File: src/rtl/adc_ctrl_pkg.sv
// Package: register map, field positions, reset values and types for the ADC
package adc_ctrl_pkg;
  localparam int AW = 4;
  localparam logic [3:0] OFF_CON1  = 4'h0;
  localparam logic [3:0] OFF_CON2  = 4'h1;
  localparam logic [3:0] OFF_CON3  = 4'h2;
  localparam logic [3:0] OFF_CON5  = 4'h3;
  localparam logic [3:0] OFF_CHS   = 4'h4;
  localparam logic [3:0] OFF_CSSH  = 4'h5;
  localparam logic [3:0] OFF_CSSL  = 4'h6;
  localparam logic [3:0] OFF_RES   = 4'h7;
  localparam logic [3:0] OFF_STAT  = 4'h8;
  localparam logic [3:0] OFF_THR   = 4'h9;
  localparam logic [3:0] OFF_IA    = 4'ha;
  localparam int BIT_ON    = 15;
  localparam int BIT_SAMPLE_START_BIT  = 1;
  localparam int BIT_DONE  = 0;
  localparam int BIT_ASAM  = 2;
  localparam int BIT_MODE12 = 10;
  localparam int REF_HI = 15;
  localparam int REF_LO = 13;
  localparam int SMPI_HI = 5;
  localparam int SMPI_LO = 2;
  localparam int SSRC_HI = 7;
  localparam int SSRC_LO = 4;
  localparam int FORM_HI = 9;
  localparam int FORM_LO = 8;
  localparam int SAMC_HI = 12;
  localparam int SAMC_LO = 8;
  localparam int ADCS_HI = 7;
  localparam int ADCS_LO = 0;
  localparam int BIT_CSCNA = 10;
  localparam int BIT_THR_EN = 15;
  localparam int BIT_THR_GT = 14;
  localparam int NUM_CH = 19;
  localparam int CHW = 5;
  localparam logic [15:0] CON1_RST = 16'h0400;
  localparam logic [15:0] ZERO_RST = 16'h0000;
  localparam logic [3:0] SRC_MANUAL = 4'h0;
  localparam logic [3:0] SRC_TRIG   = 4'h1;
  localparam logic [3:0] SRC_AUTO   = 4'h7;
  localparam int CONV_TAD = 14;

  typedef struct packed {
    logic [AW-1:0] addr;
    logic [15:0]   wdata;
    logic          wr;
    logic          rd;
  } bus_req_t;

  typedef struct packed {
    logic [2:0]     ref_sel;
    logic [15:0]    mux_sel;
    logic [CHW-1:0] channel;
  } analog_sel_t;
endpackage

File: src/rtl/adc_control.sv
// ADC control: registers, sample/convert sequencer, scan, result buffer
`timescale 1ns/1ns
module adc_control
  import adc_ctrl_pkg::*;
(
  input  wire logic          clk,
  input  wire logic          reset,
  input  wire logic [AW-1:0] addr,
  input  wire logic [15:0]   wdata,
  input  wire logic          wr,
  input  wire logic          rd,
  output logic [15:0]        rdata,
  input  wire logic          trig_in,
  input  wire logic          cpu_sleep,
  input  wire logic          sar_bit,
  output logic               sample_hold,
  output logic               sar_strobe,
  output logic [11:0]        sar_dac,
  output analog_sel_t        asel,
  output logic               conv_done,
  output logic               irq,
  output logic [10:0]        dma_ia
);
  typedef enum logic [1:0] {S_IDLE, S_SAMPLE, S_CONVERT, S_STORE} state_t;

  logic [15:0] con1_q, con1_d, con2_q, con2_d, con3_q, con3_d;
  logic [15:0] con5_q, con5_d, chs_q, chs_d, cssh_q, cssh_d;
  logic [15:0] cssl_q, cssl_d, thr_q, thr_d;
  logic [15:0] rdata_d;
  logic [15:0] buf_q [NUM_CH];
  state_t      st_q, st_d;
  logic [4:0]  cnt_q, cnt_d;
  logic [11:0] sar_q, sar_d;
  logic [3:0]  bitn_q, bitn_d;
  logic [CHW-1:0] ch_q, ch_d;
  logic [3:0]  nconv_q, nconv_d;
  logic        irq_q, irq_d, done_q, done_d, hit_q, hit_d;
  logic [15:0] fmt;
  logic        tick, on;
  logic        trig_s1, trig_s2, trig_s3, trig_ev, trig_lvl_q;
  logic [31:0] scan_mask;
  logic [CHW-1:0] next_ch;
  logic        start;
  logic        store;
  logic [11:0] result;

  assign on = con1_q[BIT_ON];

  tad_divider #(.W(8)) u_div (
    .clk   (clk),
    .reset (reset),
    .run   (on && st_q != S_IDLE),
    .div   (con3_q[ADCS_HI:ADCS_LO]),
    .tick  (tick)
  );

  // Trigger pin: three stages, an edge counts when stages two and three agree
  always_ff @(posedge clk) begin
    if (reset) begin
      trig_s1 <= 1'b0;
      trig_s2 <= 1'b0;
      trig_s3 <= 1'b0;
      trig_lvl_q <= 1'b0;
    end else begin
      trig_s1 <= trig_in;
      trig_s2 <= trig_s1;
      trig_s3 <= trig_s2;
      if (trig_s2 == trig_s3) trig_lvl_q <= trig_s3;
    end
  end
  // A level counts only once stages two and three agree; edge on that level
  assign trig_ev = (trig_s2 == trig_s3) && trig_s3 && !trig_lvl_q;

  // Start source selection
  always_comb begin
    case (con1_q[SSRC_HI:SSRC_LO])
      SRC_MANUAL: start = 1'b0;
      SRC_TRIG:   start = trig_ev;
      SRC_AUTO:   start = 1'b1;
      default:    start = 1'b0;
    endcase
  end

  // Next scanned channel: lowest flagged channel above the current one
  assign scan_mask = {cssh_q, cssl_q};
  always_comb begin
    next_ch = ch_q;
    for (int i = NUM_CH - 1; i >= 0; i--) begin
      if (scan_mask[i] && i > int'(ch_q))
        next_ch = CHW'(i);
    end
    if (next_ch == ch_q) begin
      for (int i = NUM_CH - 1; i >= 0; i--) begin
        if (scan_mask[i])
          next_ch = CHW'(i);
      end
    end
  end

  assign result = con1_q[BIT_MODE12] ? sar_q : {2'b00, sar_q[11:2]};

  // Alignment: integer, signed integer, fractional, signed fractional
  always_comb begin
    case (con1_q[FORM_HI:FORM_LO])
      2'h0: fmt = {4'h0, result};
      2'h1: fmt = {{4{result[11]}}, result};
      2'h2: fmt = {result, 4'h0};
      default: fmt = {~result[11], result[10:0], 4'h0};
    endcase
  end

  // Register writes; sample bit is also cleared by hardware at conversion
  always_comb begin
    con1_d = con1_q;
    con2_d = con2_q;
    con3_d = con3_q;
    con5_d = con5_q;
    chs_d  = chs_q;
    cssh_d = cssh_q;
    cssl_d = cssl_q;
    thr_d  = thr_q;
    if (wr) begin
      case (addr)
        OFF_CON1: con1_d = wdata;
        OFF_CON2: con2_d = wdata;
        OFF_CON3: con3_d = wdata;
        OFF_CON5: con5_d = wdata;
        OFF_CHS:  chs_d  = wdata;
        OFF_CSSH: cssh_d = wdata;
        OFF_CSSL: cssl_d = wdata;
        OFF_THR:  thr_d  = wdata;
        default:  ;
      endcase
    end
    if (st_q == S_SAMPLE && st_d == S_CONVERT)
      con1_d[BIT_SAMPLE_START_BIT] = 1'b0;
    if (st_q == S_STORE)
      con1_d[BIT_DONE] = 1'b1;
    if (!con1_q[BIT_ON])
      con1_d[BIT_DONE] = con1_d[BIT_DONE] & ~wr;
  end

  // Sequencer
  always_comb begin
    st_d    = st_q;
    cnt_d   = cnt_q;
    sar_d   = sar_q;
    bitn_d  = bitn_q;
    ch_d    = ch_q;
    nconv_d = nconv_q;
    irq_d   = 1'b0;
    done_d  = 1'b0;
    hit_d   = hit_q;
    store   = 1'b0;
    case (st_q)
      S_IDLE: begin
        if (on && (con1_q[BIT_SAMPLE_START_BIT] || start)) begin
          st_d  = S_SAMPLE;
          cnt_d = '0;
          // At start with scanning on, an unflagged current channel is replaced by next_ch
          if (con2_q[BIT_CSCNA] && !scan_mask[ch_q]) ch_d = next_ch;
        end
      end
      S_SAMPLE: begin
        // Manual mode ends sampling when software drops the sample bit or the sample count reaches SAMC
        if (tick) cnt_d = cnt_q + 5'h01;
        if ((con1_q[SSRC_HI:SSRC_LO] == SRC_MANUAL)
            ? (!con1_q[BIT_SAMPLE_START_BIT] || cnt_q >= con3_q[SAMC_HI:SAMC_LO])
            : (cnt_q >= con3_q[SAMC_HI:SAMC_LO])) begin
          st_d   = S_CONVERT;
          sar_d  = 12'h800;
          bitn_d = 4'hb;
        end
      end
      S_CONVERT: begin
        if (tick) begin
          if (!sar_bit) sar_d[bitn_q] = 1'b0;
          if (bitn_q == 4'h0) begin
            st_d = S_STORE;
          end else begin
            bitn_d = bitn_q - 4'h1;
            sar_d[bitn_q - 4'h1] = 1'b1;
          end
        end
      end
      S_STORE: begin
        store  = 1'b1;
        done_d = 1'b1;
        if (thr_q[BIT_THR_EN])
          hit_d = thr_q[BIT_THR_GT] ? (sar_q > thr_q[11:0])
                                    : (sar_q < thr_q[11:0]);
        if (con2_q[BIT_CSCNA - 8 + 8]) ch_d = next_ch;
        if (nconv_q >= con2_q[SMPI_HI:SMPI_LO]) begin
          nconv_d = '0;
          irq_d   = !thr_q[BIT_THR_EN] || hit_d;
        end else begin
          nconv_d = nconv_q + 4'h1;
        end
        st_d = S_IDLE;
      end
      default: st_d = S_IDLE;
    endcase
    if (!on) st_d = S_IDLE;
  end

  // Read mux; unmapped offsets read zero
  always_comb begin
    case (addr)
      OFF_CON1: rdata_d = con1_q;
      OFF_CON2: rdata_d = con2_q;
      OFF_CON3: rdata_d = con3_q;
      OFF_CON5: rdata_d = con5_q;
      OFF_CHS:  rdata_d = chs_q;
      OFF_CSSH: rdata_d = cssh_q;
      OFF_CSSL: rdata_d = cssl_q;
      OFF_RES:  rdata_d = buf_q[ch_q];
      OFF_STAT: rdata_d = {13'h0000, hit_q, st_q};
      OFF_THR:  rdata_d = thr_q;
      OFF_IA:   rdata_d = {5'h00, dma_ia};
      default:  rdata_d = ZERO_RST;
    endcase
    if (!rd) rdata_d = ZERO_RST;
  end

  // Sleep input deliberately not gating the sequencer
  always_ff @(posedge clk) begin
    if (reset) begin
      con1_q  <= CON1_RST;
      con2_q  <= ZERO_RST;
      con3_q  <= ZERO_RST;
      con5_q  <= ZERO_RST;
      chs_q   <= ZERO_RST;
      cssh_q  <= ZERO_RST;
      cssl_q  <= ZERO_RST;
      thr_q   <= ZERO_RST;
      st_q    <= S_IDLE;
      cnt_q   <= '0;
      sar_q   <= '0;
      bitn_q  <= '0;
      ch_q    <= '0;
      nconv_q <= '0;
      irq_q   <= 1'b0;
      done_q  <= 1'b0;
      hit_q   <= 1'b0;
      rdata   <= ZERO_RST;
      for (int i = 0; i < NUM_CH; i++) buf_q[i] <= ZERO_RST;
    end else begin
      con1_q  <= con1_d;
      con2_q  <= con2_d;
      con3_q  <= con3_d;
      con5_q  <= con5_d;
      chs_q   <= chs_d;
      cssh_q  <= cssh_d;
      cssl_q  <= cssl_d;
      thr_q   <= thr_d;
      st_q    <= st_d;
      cnt_q   <= cnt_d;
      sar_q   <= sar_d;
      bitn_q  <= bitn_d;
      ch_q    <= ch_d;
      nconv_q <= nconv_d;
      irq_q   <= irq_d;
      done_q  <= done_d;
      hit_q   <= hit_d;
      rdata   <= rdata_d;
      if (store && int'(ch_q) < NUM_CH) buf_q[ch_q] <= fmt;
    end
  end

  // Outputs, all registered
  always_ff @(posedge clk) begin
    if (reset) begin
      sample_hold <= 1'b0;
      sar_strobe  <= 1'b0;
      sar_dac     <= '0;
      asel        <= '0;
      dma_ia      <= '0;
    end else begin
      sample_hold <= (st_d == S_SAMPLE);
      sar_strobe  <= tick && st_q == S_CONVERT;
      sar_dac     <= sar_d;
      asel.ref_sel <= con2_q[REF_HI:REF_LO];
      asel.mux_sel <= chs_q;
      asel.channel <= ch_d;
      dma_ia      <= {5'h00, ch_d, 1'b0};
    end
  end

  assign conv_done = done_q;
  assign irq       = irq_q;
  logic unused_sleep;
  assign unused_sleep = cpu_sleep ^ con5_q[0];
endmodule

File: src/rtl/tad_divider.sv
// Conversion clock tick generator: one pulse every (div+1) system clocks
`timescale 1ns/1ns
module tad_divider
  import adc_ctrl_pkg::*;
#(
  parameter int W = 8
) (
  input  wire logic         clk,
  input  wire logic         reset,
  input  wire logic         run,
  input  wire logic [W-1:0] div,
  output logic              tick
);
  logic [W-1:0] cnt_q, cnt_d;
  logic         tick_d;

  always_comb begin
    cnt_d  = cnt_q;
    tick_d = 1'b0;
    if (!run) begin
      cnt_d = '0;
    end else if (cnt_q >= div) begin
      cnt_d  = '0;
      tick_d = 1'b1;
    end else begin
      cnt_d = cnt_q + 1'b1;
    end
  end

  always_ff @(posedge clk) begin
    if (reset) begin
      cnt_q <= '0;
      tick  <= 1'b0;
    end else begin
      cnt_q <= cnt_d;
      tick  <= tick_d;
    end
  end
endmodule

File: config.mk
export PLATFORM = sky130hd
export DESIGN_NAME = adc_control
export DESIGN_NICKNAME = d
export VERILOG_FILES = /design/src/rtl/adc_ctrl_pkg.sv /design/src/rtl/adc_control.sv /design/src/rtl/tad_divider.sv
export SDC_FILE = /design/constraint.sdc
export NUM_CORES = 1
export LEC_CHECK = 0
export ABC_AREA = 1
export BUFFER_PORTS_ARGS = -buffer_cell sky130_fd_sc_hd__buf_4
export CAP_MARGIN = 15
export CELL_PAD_IN_SITES_DETAIL_PLACEMENT = 1
export CELL_PAD_IN_SITES_GLOBAL_PLACEMENT = 1
export CORE_ASPECT_RATIO = 0.75
export CORE_MARGIN = 3
export CORE_UTILIZATION = 49
export DETAILED_ROUTE_END_ITERATION = 10
export PLACE_DENSITY_LB_ADDON = 0.1
export RECOVER_POWER = 100
export SLEW_MARGIN = 5
export SYNTH_ARGS = -nofsm -noshare
export SYNTH_HDL_FRONTEND = slang
export SYNTH_SLANG_ARGS = --single-unit
File: constraint.sdc
create_clock -name clk -period 3.5 [get_ports clk]
set_input_delay 0.175 -clock clk [delete_from_list [all_inputs] [get_ports clk]]
set_output_delay 0.175 -clock clk [all_outputs]
set_load 0.02 [all_outputs]
# Word level (Yosys, flattened, before mapping)
# Memories as Yosys holds them, arrays and structs flattened. A register that Yosys moved wholly into a read port is not among the register bits.
# Index checks and enable logic that the tools add are counted.
word_totals:
  regBits: 219
  latchBits: 0
  ram_bits: 304
  rom_bits: 0
  elab_cells: 253
  memories: 1
classes:
  n_addsub: 4
  multipliers: 0
  n_div: 0
  n_lt_le_gt_ge: 29
  n_eq_ne: 26
  shifts: 0
  muxes: 92
  bitwise: 10
  reduce_logical: 60
mem_list:
  columns: ["memory", "depth", "width", "read_ports", "rd_ports_with_merged_regs", "write_ports", "line", "source"]
  rows:
  - ["buf_q", 19, 16, 1, 1, 19, "adc_control.sv:30", "logic [15:0] buf_q [NUM_CH];"]
op_table:
  columns: ["operator", "count"]
  rows:
  - ["5-bit 2-to-1 mux", 45]
  - ["16-bit case mux with 11 select lines", 1]
  - ["12-bit 2-to-1 mux", 7]
  - ["16-bit case mux with 3 select lines", 1]
  - ["4-bit by 5-bit > comparator with 1-bit output (first input constant)", 8]
  - ["1-bit logical AND", 28]
  - ["12-bit case mux with 2 select lines", 1]
  - ["4-bit by 3-bit equality test with 1-bit output (second input constant)", 5]
  - ["3-bit by 5-bit > comparator with 1-bit output (first input constant)", 4]
  - ["5-bit case mux with 2 select lines", 2]
  - ["1-bit 2-to-1 mux", 19]
  - ["16-bit 2-to-1 mux", 1]
  - ["4-bit 2-to-1 mux", 4]
  - ["2-bit AND reduction", 8]
  - ["16-bit OR reduction", 1]
  - ["5-bit > comparator (first input constant)", 3]
  - ["12-bit AND", 1]
  - ["4-bit equality test (second input constant)", 3]
  - ["12-bit > comparator", 1]
  - ["4-bit zero test", 3]
  - ["12-bit < comparator", 1]
  - ["12-bit NOT", 1]
  - ["12-bit OR", 1]
  - ["2-bit by 5-bit > comparator with 1-bit output (first input constant)", 2]
  - ["36 further kinds", 70]

# Depth between registers and ports, before layout
logic_depth:
  ltp_word: 44
  mapped_depth: 43
  mapped_depth_nobuf: 42

# Modules after synthesis
# From an unflattened synthesis, not the netlist that was laid out.
unflattened:
  cells_unflattened: 3329
  area_unflattened_um2: 31869.3
modules_own_cells:
  columns: ["module", "n_inst", "cells_per_inst", "area_each_um2", "seq_area_each_um2"]
  rows:
  - ["adc_control", 1, 3250, 31275.0, 19398.6]
  - ["tad_divider", 1, 79, 594.3, 180.2]

# Least setup slack after synthesis
# Ideal clock, no wire load.
synth_path:
  kind: "flip-flop to flip-flop"
  start: "register, netlist name dma_ia[2]"
  end: "memory buf_q[15][0], enable pin"
  t_arrival_ps: 2644
  required_time_ps: 3128
  setup_slack_ps: 484
  path_stages_with_launch: 14
  n_path_buf: 3
  period_less_slack_ps: 3016
  cell_sequence: "dfxtp_1 -> buf_6 -> inv_1 -> nor2_1 -> clkbuf_1 -> nand2_1 -> nand3_1 -> nand2_1 -> clkinv_1 -> nand2_1 -> nor2_1 -> nand2_1 -> clkbuf_1 -> nand2_1"
synth_rtl:
  columns: ["element", "line"]
  rows:
  - ["end: declaration", "adc_control.sv:30"]

==> summary.txt <==
Run status
  • Status: complete, no violations

Floorplanning
  • Total core area: 0.06396 mm^2
  • Row count: 80
  • Ports: 94
  • Starting Density: 49.76%
  • Die area: between 0.06 and 0.07 mm^2
  • Chip width: 300.3 um
  • Die Span Y: 226.7 um

Synth
  • Post-synth EDFFs: 496
  • Sequential area share after synthesis: about three fifths
  • Post-synth top area cell: edfxtp_1
  • Warnings from Yosys: 0
  • Post-synthesis cell count: 3318
  • Area fraction of the dominant cell type after synthesis: between 40% and 50%
  • Xor/xnor share of the synthesized area: 0.1651%
  • Synth Area in Compound Gates: 17.49%
  • Adder-Cell Fraction of Synth Area: 1.651%
  • Synth async-reset ratio: 0%
  • Synth Register Bits: 730
  • Largest family of logic cells by synthesized area: compound AO/OA/AOI/OAI gates
  • Post-Synth Simple-Gate Area: between 10% and 20%
  • Main synth FF type: edfxtp_1
  • Mux cell area share after synthesis: 0.06290%
  • Syn avg cell area: ~9.6 um^2
  • Cell area after synthesis: between 0.03 and 0.04 mm^2
  • Top post-synthesis cells by area: edfxtp_1 (47%), dfxtp_1 (15%), nor2_1 (8.4%)
  • Synth unique cells: 50

Route
  • Initial DRT Pass Iterations: 6
  • Detailed-route via count: 27050
  • DR vias/cell: approximately 5.9
  • WL per Instance: between 20 and 25 um
  • Post-route ant nets: 0
  • DRC: 0
  • Iteration-0 DRC Markers: a little under 3000
  • DRT Wirelength: roughly 110 mm

Place
  • Routability cong.: roughly 0.99
  • Dpl cells: 4396
  • Post-DP Area: 0.03470 mm^2
  • Post-DP HPWL: 77.79 mm
  • Number of port buffers: 86

STA
  • Slew Limit Headroom: between 20% and 30%
  • Final worst-path cycle share: between 90% and 100%
  • F_max: approximately 310 MHz
  • Final min period: between 3 and 4 ns
  • Final max-slew violation count: 0
  • RSZ-0062 raised after global routing: true
  • Final setup vio count: 0
  • Least-Margin Pin Slew: approximately 1.1 ns
  • Final Skew: 0.02715 ns
  • Hold Vio Cnt, Final: 0

Finish
  • Layout area overhead: 17.17%
  • Post-Layout Cell Count: ~4600
  • Final net count: about 3700
  • Design Area, Final: around 0.037 mm^2
  • Layout cells sized above 1: a little under a tenth
  • Layout Utilization: 58.30%

Clock tree
  • Num CTS Buffers: between 70 and 80
  • CTS tree: built
  • H-Tree Depth: 3
  • Root buf cell: clkbuf_16
  • Clock slew at reported path FFs: ~0.07 ns
  • Clock sink count: 730
  • Worst-skew pair later-pin latency: approximately 0.64 ns
  • CTS Buffer Depth: 3

Critical path
  • Most frequent cell on the critical path: nand2_1
  • Kind of cell adding the most delay to the critical path: compound AO/OA/AOI/OAI gates
  • WP data arrival: approximately 3.7 ns
  • CP bufs+invs: 4
  • Slowest CP cell: dfxtp_2
  • Max FO, Critical Path: 7
  • CP Launch Type: register
  • Critical path class: reg2reg
  • WP data required: 4.04 ns
  • Slowest stage delay, CP: approximately 0.45 ns
  • Cells along the critical path: clkinvlp_4 > nand3_1 > nor2_1 > o21ai_1 > nand2_1 > nor4_1 > inv_1 > a311oi_2 > o21ai_0 > a221oi_1 > o21ai_0 > inv_1 > nand2_1 > inv_2 > nand3_1 > o21ai_1 > nand2_1 > a21oi_2
  • Worst setup EP type: register

GRT
  • Largest net degree at the start of global routing: 76
  • Initial antenna violation count: 5
  • Global Route Usage Sum: roughly a third
  • Grt total ovfl: 0
  • Global-route wire length before repair: about 170 mm
  • Vias in the first global route: 27230

Power
  • Worst VDD drop: between 400 and 500 uV
  • Tot Pwr: about 18000 uW
  • Power per Cell Area: 489.3 mW/mm^2
  • Pleak: approximately 0.014 uW

Hold path
  • HP Class: in2reg

Run
  • Max-Cap Viols: 0
-- area by class of cell --
cell class | instances | area, um^2
inverters | 260 | 988.4
clock inverters | 31 | 297.8
fillers | 7209 | 26670
flip-flops and latches | 730 | 19600
diodes | 2 | 5.005
clock buffers | 104 | 2098
repair buffers | 256 | 1999
well taps | 861 | 1077
multi-input cells | 2318 | 11220
-- sequential cells by signal (all words and copies together), names as in the netlist, 8 cells and up, named ones only --
register and flops:
thr_q 16, buf_q 512, chs_q 16, con5_q 16, asel 19, rdata 16, u_div.cnt_q 8, sar_dac 12
con1_q 16, cssh_q 16, con3_q 16, cssl_q 16, con2_q 16
-- power breakdown --
part | internal, uW | switching [uW] | leakage [uW]
Combinational | 212 | 549 | 0.00572
Clock | 4510 | 3480 | 0.00117
Sequential | 9410 | 83.8 | 0.00701
-- through the flow --
stage               hold slack (ns)  setup WS [ns]  setup TNS (ns)
finish                      0.06682         0.3114               0
global route                0.06307       -0.03479         -0.1296
CTS                         0.03949         0.1485               0
detailed placement           0.4018         0.1648               0
global placement             0.3833         0.1750               0
floorplan                    0.2820         0.4839               0
-- worst reg2reg max path: stages, from the launching register on --
cell        delay (ns)
dfxtp_2           0.45
clkinvlp_4        0.24
nand3_1           0.17
nor2_1            0.06
o21ai_1           0.20
nand2_1           0.07
nor4_1            0.29
inv_1             0.13
a311oi_2          0.28
o21ai_0           0.13
a221oi_1          0.24
o21ai_0           0.12
inv_1             0.07
nand2_1           0.13
inv_2             0.13
nand3_1           0.08
o21ai_1           0.07
nand2_1           0.07
a21oi_2           0.17
-- worst paths after layout --
path	from	endpoint	slack, ns	cells after the start
hold / removal	addr[3]	thr_q[13]$_SDFFE_PP0P_	0.07	5
setup reg to reg	dma_ia[5]$_SDFFE_PP0P_	dma_ia[2]$_SDFFE_PP0P_	0.31	18
hold reg to reg	trig_s1$_SDFF_PP0_	trig_s2$_SDFF_PP0_	0.41	2
setup / recovery	dma_ia[5]$_SDFFE_PP0P_	dma_ia[2]$_SDFFE_PP0P_	0.31	18
-- repair_timing --
action	in CTS	in global routing
endpoints found under the hold margin	113	0
hold buffers	24	0
gates resized for setup	0	25
buffers inserted	0	5
endpoints found under the setup margin	0	10
-- metal layers --
layer / track usage, % / wire, um / vias up
met5: 0 / 0 / -
met4: 11.51 / 3959 / 0
met3: 8.423 / 12580 / 238
met2: 49.24 / 49290 / 1292
met1: 47.42 / 47990 / 13470
li1: - / - / 12050
-- cells in the final DEF, fill, tap and decap left out, types with 24 or more instances in the layout --
cell | synthesis | routed
buf_4 | 11 | 172
o221ai_1 | 41 | 41
edfxtp_1 | 496 | 496
nand3_1 | 62 | 62
dlygate4sd3_1 | 0 | 24
o21ai_0 | 490 | 490
a21oi_1 | 192 | 190
conb_1 | 1 | 214
dfxtp_1 | 234 | 226
nor2_1 | 710 | 707
inv_1 | 248 | 244
clkbuf_1 | 196 | 62
clkbuf_16 | 0 | 76
nand2_1 | 248 | 244
ha_1 | 42 | 42
o22ai_1 | 155 | 155
-- logic make-up (layout without fill, tap and decap cells) --
group,count (synthesis),in the layout
muxes,2,2
and+or+nand+nor,1070,1070
other,1,216
adders and majority gates,42,42
buffers and inverters,483,651
xor gates and xnor gates,6,6
DFF,730,730
AOI/OAI and AO/OA,984,984
-- synth_stat cells (3+ instances only) --
library cell,n
a211oi_1,7
a21oi_1,192
a221oi_1,10
a22o_1,4
a22oi_1,8
a31oi_1,12
buf_1,11
buf_4,11
buf_6,3
clkbuf_1,196
clkinv_1,4
dfxtp_1,234
edfxtp_1,496
ha_1,42
inv_1,248
inv_2,8
nand2_1,248
nand2_2,3
nand3_1,62
nand4_1,9
nor2_1,710
nor3_1,25
nor4_1,7
o2111ai_1,7
o211ai_1,16
o21ai_0,490
o21ai_1,3
o21bai_1,11
o221ai_1,41
o22ai_1,155
o311ai_0,4
o31ai_1,5
o32ai_1,7
xor2_1,6
(Power assumes the default switching activity.)
